**src/wake_ctl_pkg.sv**
```systemverilog
// constants, types and register map of the host wake control block
// How it works
// - while host reset force bit is 1, host reset pin is driven low
// - warm reset clears host reset force; all other bits survive warm reset
// - supply flag reads 1 when host supply is above its on threshold
// - bus reset flag reads 1 while host bus reset input is low
// - write to config base high byte sets the address valid flag
// - writing 1 to address valid clears it; writing 0 keeps it
// - address valid 0 disables host config access; 1 enables base address
// - while lock bit is set, address valid ignores firmware writes
// - writing 1 sets lock bit; firmware can never clear it
// - while locked, writes to both base bytes and valid are ignored
// - lock clears on power-up, watchdog and debugger reset only
// - event clear mode clears on power-up and while host bus reset is active
// - mode 0: each host write of 1 toggles wake-up status bit 6
// - mode 0: rise of wake-up status bit 6 sets host event status bit 6
// - mode 1: core write 1 to host event status clears both bit 6 copies
package wake_ctl_pkg;

   // ***************************************************
   // register bus
   // ***************************************************
   localparam int ADDR_W = 16;
   localparam int DATA_W = 8;

   typedef struct packed {
      logic [ADDR_W-1:0] addr;
      logic [DATA_W-1:0] wdata;
      logic              wr;
      logic              rd;
   } reg_req_s;

   typedef struct packed {
      logic supply_present;
      logic bus_reset_n;
   } host_pins_s;

   // ***************************************************
   // register offsets
   // ***************************************************
   localparam logic [ADDR_W-1:0] CTL1_ADDR      = 16'hFCC0;
   localparam logic [ADDR_W-1:0] BASE_LOW_ADDR  = 16'hFCC8;
   localparam logic [ADDR_W-1:0] BASE_HIGH_ADDR = 16'hFCCA;
   localparam logic [ADDR_W-1:0] HES_ADDR       = 16'hFCCC;
   localparam logic [ADDR_W-1:0] WK_STS_ADDR    = 16'hFCCE;
   localparam logic [ADDR_W-1:0] IRQ_STS_ADDR   = 16'hFCD0;
   localparam logic [ADDR_W-1:0] IRQ_MASK_ADDR  = 16'hFCD2;

   // ***************************************************
   // field positions
   // ***************************************************
   localparam int FORCE_BIT  = 0;
   localparam int SUPPLY_BIT = 1;
   localparam int BUSRST_BIT = 2;
   localparam int VALID_BIT  = 3;
   localparam int LOCK_BIT   = 4;
   localparam int MODE_BIT   = 5;
   localparam int SWEV_BIT   = 6;

   localparam int IRQ_W        = 3;
   localparam int IRQ_HES_BIT  = 0;
   localparam int IRQ_BRST_BIT = 1;
   localparam int IRQ_SUP_BIT  = 2;

   // ***************************************************
   // reset values
   // ***************************************************
   localparam logic [DATA_W-1:0] BYTE_ZERO = 8'h00;
   localparam logic [IRQ_W-1:0]  IRQ_ZERO  = 3'h0;
   localparam logic              SYNC_INIT = 1'b0;

endpackage : wake_ctl_pkg

```
**src/host_wake_ctl.sv**
```systemverilog
// host wake control and status register block
//
// Decided for this implementation: the strobed register port.
`timescale 1ns/1ns
module host_wake_ctl (
   input  wire logic                    mclk,
   input  wire logic                    srst,
   input  wire logic                    warm_rst,
   input  wire logic                    watchdog_rst,
   input  wire logic                    debugger_rst,
   input  wake_ctl_pkg::reg_req_s       req,
   output logic [wake_ctl_pkg::DATA_W-1:0] rd_data,
   input  wake_ctl_pkg::host_pins_s     pins,
   input  wire logic                    host_sw_event_wr,
   output logic                         host_reset_pin_n,
   output logic                         config_access_en,
   output logic [15:0]                  config_base,
   output logic                         irq
);
   import wake_ctl_pkg::*;

   // ***************************************************
   // pin synchronisers
   // ***************************************************
   logic supply_sync;
   // synced active high so the reset value matches an idle pin
   logic bus_reset_sync;

   sync_two u_sync_supply (
      .mclk      (mclk),
      .srst      (srst),
      .pin_in    (pins.supply_present),
      .level_out (supply_sync)
   );

   sync_two u_sync_busrst (
      .mclk      (mclk),
      .srst      (srst),
      .pin_in    (~pins.bus_reset_n),
      .level_out (bus_reset_sync)
   );

   // ***************************************************
   // state
   // ***************************************************
   logic              force_reg;
   logic              force_next;
   logic              valid_reg;
   logic              valid_next;
   logic              lock_reg;
   logic              lock_next;
   logic              mode_reg;
   logic              mode_next;
   logic [7:0]        base_low_reg;
   logic [7:0]        base_low_next;
   logic [7:0]        base_high_reg;
   logic [7:0]        base_high_next;
   logic              wk_sw_reg;
   logic              wk_sw_next;
   logic              hes_sw_reg;
   logic              hes_sw_next;
   logic [IRQ_W-1:0]  irq_sts_reg;
   logic [IRQ_W-1:0]  irq_sts_next;
   logic [IRQ_W-1:0]  irq_mask_reg;
   logic [IRQ_W-1:0]  irq_mask_next;
   logic              busrst_prev_reg;
   logic              supply_prev_reg;
   logic [DATA_W-1:0] rd_data_next;

   // ***************************************************
   // address decode
   // ***************************************************
   wire bus_reset_act = bus_reset_sync;
   wire hit_ctl1      = req.addr == CTL1_ADDR;
   wire hit_low       = req.addr == BASE_LOW_ADDR;
   wire hit_high      = req.addr == BASE_HIGH_ADDR;
   wire hit_hes       = req.addr == HES_ADDR;
   wire hit_wk        = req.addr == WK_STS_ADDR;
   wire hit_ists      = req.addr == IRQ_STS_ADDR;
   wire hit_imask     = req.addr == IRQ_MASK_ADDR;
   wire wr_ctl1       = req.wr & hit_ctl1;
   wire wr_low        = req.wr & hit_low & ~lock_reg;
   wire wr_high       = req.wr & hit_high & ~lock_reg;
   wire wr_hes1       = req.wr & hit_hes & req.wdata[SWEV_BIT];
   wire wr_ists       = req.wr & hit_ists;
   wire wr_imask      = req.wr & hit_imask;

   // ***************************************************
   // control register fields
   // ***************************************************
   wire force_wr   = wr_ctl1 ? req.wdata[FORCE_BIT] : force_reg;
   // warm reset wins over a write in the same cycle
   assign force_next = warm_rst ? 1'b0 : force_wr;

   // set by a high byte write wins over the clear
   wire valid_clr  = wr_ctl1 & req.wdata[VALID_BIT] & ~lock_reg;
   assign valid_next = wr_high ? 1'b1 : (valid_clr ? 1'b0 : valid_reg);

   wire lock_clr   = watchdog_rst | debugger_rst;
   wire lock_set   = wr_ctl1 & req.wdata[LOCK_BIT];
   assign lock_next = lock_clr ? 1'b0 : (lock_set | lock_reg);

   wire mode_wr    = wr_ctl1 ? req.wdata[MODE_BIT] : mode_reg;
   assign mode_next = bus_reset_act ? 1'b0 : mode_wr;

   assign base_low_next  = wr_low ? req.wdata : base_low_reg;
   assign base_high_next = wr_high ? req.wdata : base_high_reg;

   // ***************************************************
   // software event status pair
   // ***************************************************
   // mode 0: host write toggles; mode 1: host write sets, core write clears
   wire wk_toggle  = ~mode_reg & host_sw_event_wr;
   wire wk_set1    = mode_reg & host_sw_event_wr;
   wire wk_clr1    = mode_reg & wr_hes1 & ~wk_set1;
   assign wk_sw_next = wk_toggle ? ~wk_sw_reg
                     : (wk_set1 ? 1'b1 : (wk_clr1 ? 1'b0 : wk_sw_reg));

   wire wk_rise    = ~mode_reg & ~wk_sw_reg & wk_sw_next;
   wire hes_set    = wk_rise | wk_set1;
   assign hes_sw_next = hes_set ? 1'b1 : (wr_hes1 ? 1'b0 : hes_sw_reg);

   // ***************************************************
   // interrupt status and mask
   // ***************************************************
   wire [IRQ_W-1:0] irq_ev;
   assign irq_ev[IRQ_HES_BIT]  = hes_set;
   assign irq_ev[IRQ_BRST_BIT] = bus_reset_act & ~busrst_prev_reg;
   assign irq_ev[IRQ_SUP_BIT]  = supply_sync ^ supply_prev_reg;

   wire [IRQ_W-1:0] irq_clr = wr_ists ? req.wdata[IRQ_W-1:0] : IRQ_ZERO;
   // an event in the clearing cycle is kept
   assign irq_sts_next  = irq_ev | (irq_sts_reg & ~irq_clr);
   assign irq_mask_next = wr_imask ? req.wdata[IRQ_W-1:0] : irq_mask_reg;

   // ***************************************************
   // read data
   // ***************************************************
   wire [DATA_W-1:0] ctl1_view = {2'b00,
                                  mode_reg,
                                  lock_reg,
                                  valid_reg,
                                  bus_reset_act,
                                  supply_sync,
                                  force_reg};
   wire [DATA_W-1:0] hes_view  = {1'b0, hes_sw_reg, 6'h00};
   wire [DATA_W-1:0] wk_view   = {1'b0, wk_sw_reg, 6'h00};
   wire [DATA_W-1:0] isv_view  = {5'h00, irq_sts_reg};
   wire [DATA_W-1:0] imk_view  = {5'h00, irq_mask_reg};

   assign rd_data_next = !req.rd  ? BYTE_ZERO
                       : hit_ctl1 ? ctl1_view
                       : hit_low  ? base_low_reg
                       : hit_high ? base_high_reg
                       : hit_hes  ? hes_view
                       : hit_wk   ? wk_view
                       : hit_ists ? isv_view
                       : hit_imask ? imk_view
                       : BYTE_ZERO;

   // ***************************************************
   // flip-flops
   // ***************************************************
   always_ff @(posedge mclk) begin
      if (srst) begin
         force_reg     <= 1'b0;
         valid_reg     <= 1'b0;
         lock_reg      <= 1'b0;
         mode_reg      <= 1'b0;
         base_low_reg  <= BYTE_ZERO;
         base_high_reg <= BYTE_ZERO;
      end else begin
         force_reg     <= force_next;
         valid_reg     <= valid_next;
         lock_reg      <= lock_next;
         mode_reg      <= mode_next;
         base_low_reg  <= base_low_next;
         base_high_reg <= base_high_next;
      end
   end

   always_ff @(posedge mclk) begin
      if (srst) begin
         wk_sw_reg       <= 1'b0;
         hes_sw_reg      <= 1'b0;
         irq_sts_reg     <= IRQ_ZERO;
         irq_mask_reg    <= IRQ_ZERO;
         busrst_prev_reg <= 1'b0;
         supply_prev_reg <= 1'b0;
      end else begin
         wk_sw_reg       <= wk_sw_next;
         hes_sw_reg      <= hes_sw_next;
         irq_sts_reg     <= irq_sts_next;
         irq_mask_reg    <= irq_mask_next;
         busrst_prev_reg <= bus_reset_act;
         supply_prev_reg <= supply_sync;
      end
   end

   // ***************************************************
   // outputs
   // ***************************************************
   always_ff @(posedge mclk) begin
      if (srst) begin
         rd_data          <= BYTE_ZERO;
         host_reset_pin_n <= 1'b1;
         config_access_en <= 1'b0;
         config_base      <= 16'h0000;
         irq              <= 1'b0;
      end else begin
         rd_data          <= rd_data_next;
         host_reset_pin_n <= ~force_reg;
         config_access_en <= valid_reg;
         config_base      <= {base_high_reg, base_low_reg};
         irq              <= |(irq_sts_reg & ~irq_mask_reg);
      end
   end

   // ***************************************************
   // assertions
   // ***************************************************
   a_reset_pin_drive: assert property (
      @(posedge mclk) disable iff (srst)
      force_reg |=> !host_reset_pin_n)
      else $error("host reset pin not low while force bit set");

   a_warm_clear: assert property (
      @(posedge mclk) disable iff (srst)
      warm_rst |=> !force_reg ##1 host_reset_pin_n)
      else $error("warm reset did not release host reset");

   a_supply_flag: assert property (
      @(posedge mclk) disable iff (srst)
      (req.rd && hit_ctl1) |=> rd_data[SUPPLY_BIT] == $past(supply_sync))
      else $error("supply flag differs from detector");

   a_busrst_flag: assert property (
      @(posedge mclk) disable iff (srst)
      (req.rd && hit_ctl1) |=> rd_data[BUSRST_BIT] == $past(bus_reset_act))
      else $error("bus reset flag wrong");

   a_valid_set: assert property (
      @(posedge mclk) disable iff (srst)
      (req.wr && hit_high && !lock_reg) |=> valid_reg ##1 config_access_en)
      else $error("high byte write did not validate address");

   a_valid_w1c: assert property (
      @(posedge mclk) disable iff (srst)
      (wr_ctl1 && req.wdata[VALID_BIT] && !lock_reg) |=> !valid_reg)
      else $error("write one did not clear valid flag");

   a_valid_access: assert property (
      @(posedge mclk) disable iff (srst)
      !valid_reg |=> !config_access_en)
      else $error("host config access enabled without valid address");

   a_valid_locked: assert property (
      @(posedge mclk) disable iff (srst)
      lock_reg |=> $stable(valid_reg))
      else $error("valid flag changed while locked");

   a_lock_hold: assert property (
      @(posedge mclk) disable iff (srst)
      (lock_reg && !watchdog_rst && !debugger_rst) |=> lock_reg)
      else $error("lock cleared by firmware");

   a_base_locked: assert property (
      @(posedge mclk) disable iff (srst)
      lock_reg |=> $stable(base_low_reg) && $stable(base_high_reg))
      else $error("base address changed while locked");

   a_lock_clear: assert property (
      @(posedge mclk) disable iff (srst)
      (watchdog_rst || debugger_rst) |=> !lock_reg)
      else $error("lock survived watchdog or debugger reset");

   a_mode_busrst: assert property (
      @(posedge mclk) disable iff (srst)
      bus_reset_act |=> !mode_reg)
      else $error("clear mode kept during host bus reset");

   a_sw_toggle: assert property (
      @(posedge mclk) disable iff (srst)
      (!mode_reg && host_sw_event_wr) |=> wk_sw_reg != $past(wk_sw_reg))
      else $error("host write did not toggle wake-up event bit");

   a_hes_follow: assert property (
      @(posedge mclk) disable iff (srst)
      (!mode_reg && !wk_sw_reg && host_sw_event_wr) |=> hes_sw_reg)
      else $error("event status not set on wake-up bit rise");

   a_mode1_clear: assert property (
      @(posedge mclk) disable iff (srst)
      (mode_reg && wr_hes1 && !host_sw_event_wr) |=> !wk_sw_reg && !hes_sw_reg)
      else $error("mode 1 clear left an event bit set");

   a_reserved_zero: assert property (
      @(posedge mclk) disable iff (srst)
      (req.rd && hit_ctl1) |=> rd_data[7:6] == 2'b00)
      else $error("reserved bits read nonzero");

   a_force_write: assert property (
      @(posedge mclk) disable iff (srst)
      (wr_ctl1 && !warm_rst) |=> force_reg == $past(req.wdata[FORCE_BIT]))
      else $error("force bit did not take written value");

   a_lock_set: assert property (
      @(posedge mclk) disable iff (srst)
      (lock_set && !lock_clr) |=> lock_reg)
      else $error("write one did not set lock");

   a_base_write: assert property (
      @(posedge mclk) disable iff (srst)
      wr_high |=> base_high_reg == $past(req.wdata))
      else $error("unlocked high byte write lost");

   a_base_low_write: assert property (
      @(posedge mclk) disable iff (srst)
      wr_low |=> base_low_reg == $past(req.wdata))
      else $error("unlocked low byte write lost");

   a_mode1_set: assert property (
      @(posedge mclk) disable iff (srst)
      (mode_reg && host_sw_event_wr) |=> wk_sw_reg && hes_sw_reg)
      else $error("mode 1 host write did not set both event bits");

   a_rd_idle: assert property (
      @(posedge mclk) disable iff (srst)
      !req.rd |=> rd_data == BYTE_ZERO)
      else $error("read data not zero outside a read");

   a_irq_sticky: assert property (
      @(posedge mclk) disable iff (srst)
      (irq_ev != IRQ_ZERO) |=> (irq_sts_reg & $past(irq_ev)) == $past(irq_ev))
      else $error("interrupt event not latched");

   a_irq_raise: assert property (
      @(posedge mclk) disable iff (srst)
      (|(irq_sts_reg & ~irq_mask_reg)) |=> irq)
      else $error("interrupt low with unmasked status set");

   a_irq_quiet: assert property (
      @(posedge mclk) disable iff (srst)
      !(|(irq_sts_reg & ~irq_mask_reg)) |=> !irq)
      else $error("interrupt high with no unmasked status");

   a_config_base: assert property (
      @(posedge mclk) disable iff (srst)
      valid_reg |=> config_base == {$past(base_high_reg), $past(base_low_reg)})
      else $error("config base does not follow the base bytes");

endmodule : host_wake_ctl

```
**src/sync_two.sv**
```systemverilog
// two flip-flop synchroniser for one pin level
`timescale 1ns/1ns
module sync_two (
   input  wire logic mclk,
   input  wire logic srst,
   input  wire logic pin_in,
   output logic      level_out
);
   import wake_ctl_pkg::*;

   logic meta_reg;

   always_ff @(posedge mclk) begin
      if (srst) begin
         meta_reg  <= SYNC_INIT;
         level_out <= SYNC_INIT;
      end else begin
         meta_reg  <= pin_in;
         level_out <= meta_reg;
      end
   end

endmodule : sync_two

```
**config.mk**
```make
export PLATFORM = sky130hd
export DESIGN_NAME = host_wake_ctl
export DESIGN_NICKNAME = d
export VERILOG_FILES = /design/src/wake_ctl_pkg.sv /design/src/host_wake_ctl.sv /design/src/sync_two.sv
export SDC_FILE = /design/constraint.sdc
export NUM_CORES = 1
export LEC_CHECK = 0
export BUFFER_PORTS_ARGS = -buffer_cell sky130_fd_sc_hd__buf_2
export CAP_MARGIN = 15
export CORE_UTILIZATION = 50
export CTS_BUF_LIST = sky130_fd_sc_hd__clkbuf_4 sky130_fd_sc_hd__clkbuf_8 sky130_fd_sc_hd__clkbuf_16
export DETAILED_ROUTE_END_ITERATION = 12
export HOLD_SLACK_MARGIN = 0.08
export PLACE_DENSITY = 0.75
export SLEW_MARGIN = 30
export SYNTH_ARGS = -nofsm -noshare
export SYNTH_HDL_FRONTEND = slang
export SYNTH_SLANG_ARGS = --single-unit
export TNS_END_PERCENT = 100
```
**constraint.sdc**
```tcl
create_clock -name mclk -period 2.1 [get_ports mclk]
set_input_delay 0.42 -clock mclk [delete_from_list [all_inputs] [get_ports mclk]]
set_output_delay 0.42 -clock mclk [all_outputs]
set_load 0.005 [all_outputs]
```
**Word level (Yosys, flattened, before mapping)**

Cells that the tools add are included.

- Bits in registers: 61
- Bits of input ports: 34
- Memories kept: 0
- RAM bits: 0
- Bits in latches: 0
- Logic and storage cells: 88
- Output and inout port bits: 27
- Bits in read-only memories: 0

- Muxes and demuxes: 15
- Multiply operators: 0
- Eq/ne operators: 7
- Shifts and indexed selects: 0
- Divide/modulo/power cells: 0
- $lt $le $gt $ge: 0
- Add/subtract/negate cells: 0
- Reductions and logical operators: 8
- Bitwise operators: 36

Operators by type and width:

| cell | number |
|---|---|
| $eq A16 B16 Y1 const B | 7 |
| $and A1 B1 Y1 | 19 |
| $mux W8 | 2 |
| $mux W7 | 2 |
| $mux W3 | 3 |
| $not A1 Y1 | 8 |
| $reduce_or A2 Y1 | 4 |
| $mux W1 | 7 |
| $and A3 B3 Y3 | 2 |
| $mux W6 | 1 |
| $not A3 Y3 | 2 |
| $reduce_or A3 Y1 | 2 |
| $reduce_bool A2 Y1 | 2 |
| $or A1 B1 Y1 | 3 |
| $or A3 B3 Y3 | 1 |
| $xor A1 B1 Y1 | 1 |

**Depth between registers and ports, before layout**

Gate-level depths: netlist of run 1.

- Depth after elaboration: 11
- Mapped depth: 7
- Gate-level depth less buffers: 4

**Modules after synthesis**

A second synthesis of run 1 with hierarchy kept.

- Cells, all modules: 248
- Area, all modules: 2,472.4 um2

By module, submodules not included:

| module | cells each | sequential area each (um2) | instances | area an instance (um2) |
|---|---|---|---|---|
| host_wake_ctl | 240 | 1,141.1 | 1 | 2,367.3 |
| sync_two | 4 | 40.0 | 2 | 52.6 |

**Worst setup path after synthesis of run 1**

Ideal clock, no wire load.

- Path kind: input to register
- Start: in req[11] (netlist name)
- End: reg irq_sts_reg[1]
- Setup slack: 0.311 ns
- Buffers on the path: 3
- Arrival time: 1.657 ns
- Stages on the path: 6
- Path through: buf_4 or4_1 buf_2 buf_2 o31ai_1 a21oi_1

- Cells in the longest elaborated chain, start to end: 6

RTL lines:

| item | line | source |
|---|---|---|
| from (decl) | host_wake_ctl.sv:11 | `input wake_ctl_pkg::reg_req_s req,` |
| $eq A16 B16 Y1 | host_wake_ctl.sv:79 | `wire hit_ists = req.addr == IRQ_STS_ADDR;` |
| $and A1 B1 Y1 | host_wake_ctl.sv:85 | `wire wr_ists = req.wr & hit_ists;` |
| $mux W3 | host_wake_ctl.sv:131 | `wire [IRQ_W-1:0] irq_clr = wr_ists ? req.wdata[IRQ_W-1:0] : IRQ_ZERO;` |
| $not A3 Y3 | host_wake_ctl.sv:133 | `assign irq_sts_next = irq_ev \| (irq_sts_reg & ~irq_clr);` |
| $and A3 B3 Y3 | host_wake_ctl.sv:133 |  |
| $or A3 B3 Y3 | host_wake_ctl.sv:133 |  |
| to (signal assigned) | host_wake_ctl.sv:193 | `irq_sts_reg <= irq_sts_next;` |
| to (decl) | host_wake_ctl.sv:62 | `logic [IRQ_W-1:0] irq_sts_reg;` |

No other way between the ends.
A chain may end at the register's enable or synchronous reset.

**Worst setup path in the final report of run 1**

- Start: in req[13] (netlist name)
- End: reg irq_sts_reg[1]

The elaborated chain is that of the path after synthesis.

==> reports/metrics.cfg, run 1 <==
[run_status]
status = finished clean

[worst_setup_path]
endpoint_kind = flop
critPathKind = in -> reg
crit_family = simple AND/OR/NAND/NOR gates
crit_chain = buf_2 > nand4bb_1 > or4_1 > o31ai_1 > a21oi_1
crit_slowest_cell = or4_1
cp_data_arrival_time_ns = 1.87
crit_buf_inv = 1
cp-start-kind = input port
crit_required_ns = 2.30
crit_fanout = 9
cpPeakStageDelay_ns = 0.60

[timing]
rsz0062_at_grt = no
tightestPinTransition_ns = 0.552
period_needed_ns = 1.68
min_period_over_period = 0.798
finalSetupViolations = 0
slew_violations = 0
fmax_ghz = 0.597
relSlewSlack = 0.628
finClkSkew_ns = 0.00903
tns_ns = 0
finalHoldViolations = 0

[clocking]
cts_tree = yes
cts_setup_buffers = 0
cts_resized = 0
cts_hold_buf = 0
numCtsBuffers = 9
clkTransAtPathRegs_ns = 0.06
cts-root-buf = clkbuf_8
cts_max_path_buffers = 2
clk_latency_ns = 0.34
clock_tree.htree_level_count = 3
clkSinkCount = 61

[final_layout]
final_cell_mix = dfxtp_1, buf_2, a21oi_1
largest_register_ffs = 16
drive_gt1_frac = 0.270
final_cells = 412
antenna_cells = 0
finish.instance_area_um2 = 3090
nets = 374
final_util = 0.646
top_register = config_base
synthToLayoutAreaGrowth_pct = 23.4
mostFrequentLayoutCell = dfxtp_1

[power]
p_leak_nw = 1.18
p_per_area_nw_per_um2 = 760
ir_drop_uv = 480

[routing]
wl_um = 6290
ant_nets = 0
drc = 0
drt_iter0_markers = 226
first_pass_iters = 5
via_count = 2351
via_per_inst = 5.71
wl_per_cell_um = 15.3

[logic_synthesis]
yosys_warnings = 0
synth_seq_cells = 61
syn_nets = 314
ys_types = 43
ys_seq_area_frac = 0.488
synth_edf_count = 0
avgSynthCellArea_um2 = 8.95
synth-main-ff-cell = dfxtp_1
netlist_area_um2 = 2500
async_flop_share = 0
syn_inst = 280

[floorplan]
io_pins = 61
die_h_um = 72.8
die_width_um = 72.8
die_area_um2 = 5300
core.rowCount = 25
core_region_area_um2 = 4790
initial_utilization = 0.523

[placed_design]
numPlacedInstances = 396
port_buffers = 60
hpwl_um = 4280
place_congestion = 0.857
dpl_cell_area_um2 = 2890

[hold_path]
min_path_type = in -> reg

[flow_run]
max_cap_violations = 0

[grt]
grt_pass1_wl_um = 9980
track_usage = 0.254
grt_max_degree = 54
grt_pass1_vias = 2079
grt_overflow_total = 0
antenna_found_initial = 0

[area by class of cell]
cell class,count,area (µm²)
fill,435,1700
sequential,61,1220
tap,67,83.8
inverter,13,48.8
multi-input combinational,184,1140
clock inverter,4,47.5
clock buffer,12,153
timing repair buffer,71,395
[routing by layer]
layer,track usage,share of wire,vias to the layer above
li1,-,-,1131
met2,0.396,0.46,131
met3,0.0787,0.080,11
met5,0,0,-
met4,0.126,0.018,0
met1,0.320,0.44,1078
[report_power, final]
part	internal [mW]	switching (mW)	total [mW]
Clock	0.603	0.440	1.04
Combinational	0.0514	0.0766	0.128
Sequential	1.17	0.00867	1.18
Total	1.82	0.525	2.35
[logic make-up after synthesis]
kind of cell           synth area share
multiplexers                     0.0175
flip-flops                        0.488
buffers and inverters            0.0594
AO/OA/AOI/OAI                     0.178
AND/OR/NAND/NOR                   0.254
XOR/XNOR                        0.00350
[Yosys cell counts, types with 2 or more instances]
cell type,number,area [µm²]
o31ai_1,3,22.5
nand4bb_1,2,22.5
dfxtp_1,61,1220
inv_1,13,48.8
o22ai_1,3,18.8
a21oi_1,28,140
nor2_1,6,22.5
nor3b_1,2,15.0
nand3b_1,11,82.6
nand3_1,27,135
or4_1,3,22.5
nor2b_1,20,125
a211oi_1,5,37.5
a22oi_1,3,22.5
nand2_1,5,18.8
buf_2,8,40.0
o32ai_1,3,26.3
mux2_2,3,33.8
nand4_1,4,25.0
nor4_1,3,18.8
and3_1,2,12.5
nor3_1,6,30.0
nand2b_1,3,18.8
o21ai_0,25,125
buf_4,2,15.0
clkbuf_1,12,45.0
[worst paths after layout]
| path | cells after the start | from | endpoint | slack [ns] |
|---|---|---|---|---|
| worst min-delay path | 2 | pins[0] | u_sync_busrst.meta_reg | 0.22 |
| worst min register to register | 1 | force_reg | host_reset_pin_n | 0.43 |
| worst max-delay path | 5 | req[13] | irq_sts_reg[1] | 0.42 |
| worst max register to register | 4 | base_high_reg[2] | rd_data[2] | 0.74 |
[stage by stage]
stage	worst slack (ns)	power [mW]	hold slack (ns)
floorplan	0.311	1.27	0.380
global placement	0.199	1.33	0.421
global route	0.335	2.43	0.214
finish	0.425	2.35	0.225
detailed placement	0.130	1.33	0.420
CTS	0.472	2.36	0.220
Note: power is estimated with default switching activity, not from simulation.
==> run 2: changes to the inputs <==
- CORE_UTILIZATION: 50 -> 47
- PLACE_DENSITY: 0.75 -> 0.74
- clock period: 2.1 -> 1.35 ns (I/O delays scaled with it)
==> run 2 against run 1 <==
Clock power increased by 76%. Wire length increased by 3.4%. Sequential power increased by 55%. Combinational power increased by 93%. Hold slack got worse by 0.13 ns. Global-route usage decreased by 0.92 points. Core utilization increased by 1.3 points. Clock-buffer cell count decreased by 3. Worst setup slack got worse by 0.39 ns. Total power increased by 66%. Sequential share of layout area decreased by 3.1 points. Critical endpoint is now rd_data[1]. Largest power group unchanged.
==> reports/metrics.cfg, run 2 (synthesis gave the netlist of run 1 again) <==
[grt]
grt_max_degree = 55
track_usage = 0.245
grt-busiest-layer = met2
grt_pass1_vias = 2110
antenna_found_initial = 0
use_met1 = 0.306
grt_overflow_total = 0
grt_pass1_wl_um = 9950
gr-usage-met3 = 0.0803
met2_usage = 0.398

[floorplan]
core_region_area_um2 = 5110
die_width_um = 75.0
initial_utilization = 0.490
core.rowCount = 26
die_area_um2 = 5630
die_h_um = 75.0
io_pins = 61

[final_layout]
largest_register_ffs = 16
mostFrequentLayoutCell = buf_2
drive_gt1_frac = 0.340
final_util = 0.658
synthToLayoutAreaGrowth_pct = 34.2
nets = 397
final_cell_mix = buf_2, dfxtp_1, buf_4
antenna_cells = 0
top_register = config_base

[timing]
tns_ns = 0
fmax_ghz = 0.762
finClkSkew_ns = 0.00733
slew_violations = 0
finalHoldViolations = 0
tightestPinTransition_ns = 0.369
min_period_over_period = 0.972
finalSetupViolations = 0
timing.final.ws_setup_ns = 0.0383
rsz0062_at_grt = yes
relSlewSlack = 0.752
hold_slack_ns = 0.0904
period_needed_ns = 1.31

[clocking]
clock_tree.htree_level_count = 3
clkSinkCount = 61
cts-root-buf = clkbuf_8
clkTransAtPathRegs_ns = 0.07
cts_max_path_buffers = 2
numCtsBuffers = 9
cts_tree = yes
cts_setup_buffers = 0
clk_latency_ns = 0.35

[hold_path]
hold_depth = 2
min_path_type = in -> reg
min_from = warm_rst

[routing]
wl_um = 6500
ant_nets = 0
wl_per_cell_um = 14.8
via_per_inst = 5.49
drc = 0
first_pass_iters = 4
drt_iter0_markers = 192
via_count = 2406

[worst_setup_path]
crit_required_ns = 1.59
reg2reg_depth = 4
crit_fanout = 4
endpoint_kind = flop
crit_start = req[15]
r2r_start = base_high_reg[1]
cp_data_arrival_time_ns = 1.55
critPathKind = in -> reg
cp-start-kind = input port

[run_status]
status = finished clean

[power]
power_mw = 3.91
ir_drop_uv = 700
p_per_area_nw_per_um2 = 1160
p_leak_nw = 1.32

[placed_design]
hpwl_um = 4500
place_congestion = 0.905
port_buffers = 60
pre_cts_ws_ns = -0.366

[flow_run]
max_cap_violations = 0

run 2: cell types whose count changed in the layout (fill, tap and decap cells not counted), moves of 3 or more:
cell / before / now
o21ai_0: 25 / 22
o21ai_1: 0 / 3
buf_4: 10 / 29
dlygate4sd3_1: 0 / 3
run 2: metrics by stage:
stage          cells  area [µm²]
2_1_floorplan    280        2540
3_3_place_gp     419        3070
3_5_place_dp     419        3070
4_1_cts          438        3330
5_1_grt          438        3360
6_report         438        3360
run 2: layout make-up:
cell class                      instances  area [µm²]
Inverter                               13        48.8
Fill cell                             428        1750
Multi-Input combinational cell        184        1190
Tap cell                               70        87.6
Clock buffer                            9         124
Sequential cell                        61        1220
Timing Repair Buffer                   94         588
Clock inverter                          7        97.6
run 2: final timing paths:
| path | endpoint | slack, ns |
|---|---|---|
| hold / removal | force_reg | 0.09 |
| hold reg to reg | u_sync_busrst.level_out | 0.44 |
| setup / recovery | rd_data[1] | 0.04 |
| setup reg to reg | rd_data[1] | 0.12 |
run 2: worst max-delay path, cell delays in order:
cell and delay, ns:
buf_2 0.10, or3b_1 0.44, buf_4 0.17, o22ai_1 0.16, a22oi_1 0.12, o32ai_1 0.29
run 2: routing by layer:
metal	wire length [µm]	part of all wire
met5	0	0
met4	68	0.010
met3	447	0.069
met2	3100	0.48
met1	2880	0.44
run 2: repair_timing:
item | 4_1_cts | 5_1_grt
pin swaps | 0 | 2
hold buffers | 3 | 0
endpoints found under the setup margin | 2 | 13
resized for setup | 2 | 9
endpoints found under the hold margin | 2 | 0
run 2: where the power goes:
part	total, mW	switching [mW]	leakage (nW)	internal [mW]
logic	0.247	0.132	0.715	0.116
registers	1.83	0.0126	0.494	1.82
clock network	1.83	0.779	0.106	1.05
total	3.91	0.923	1.32	2.98
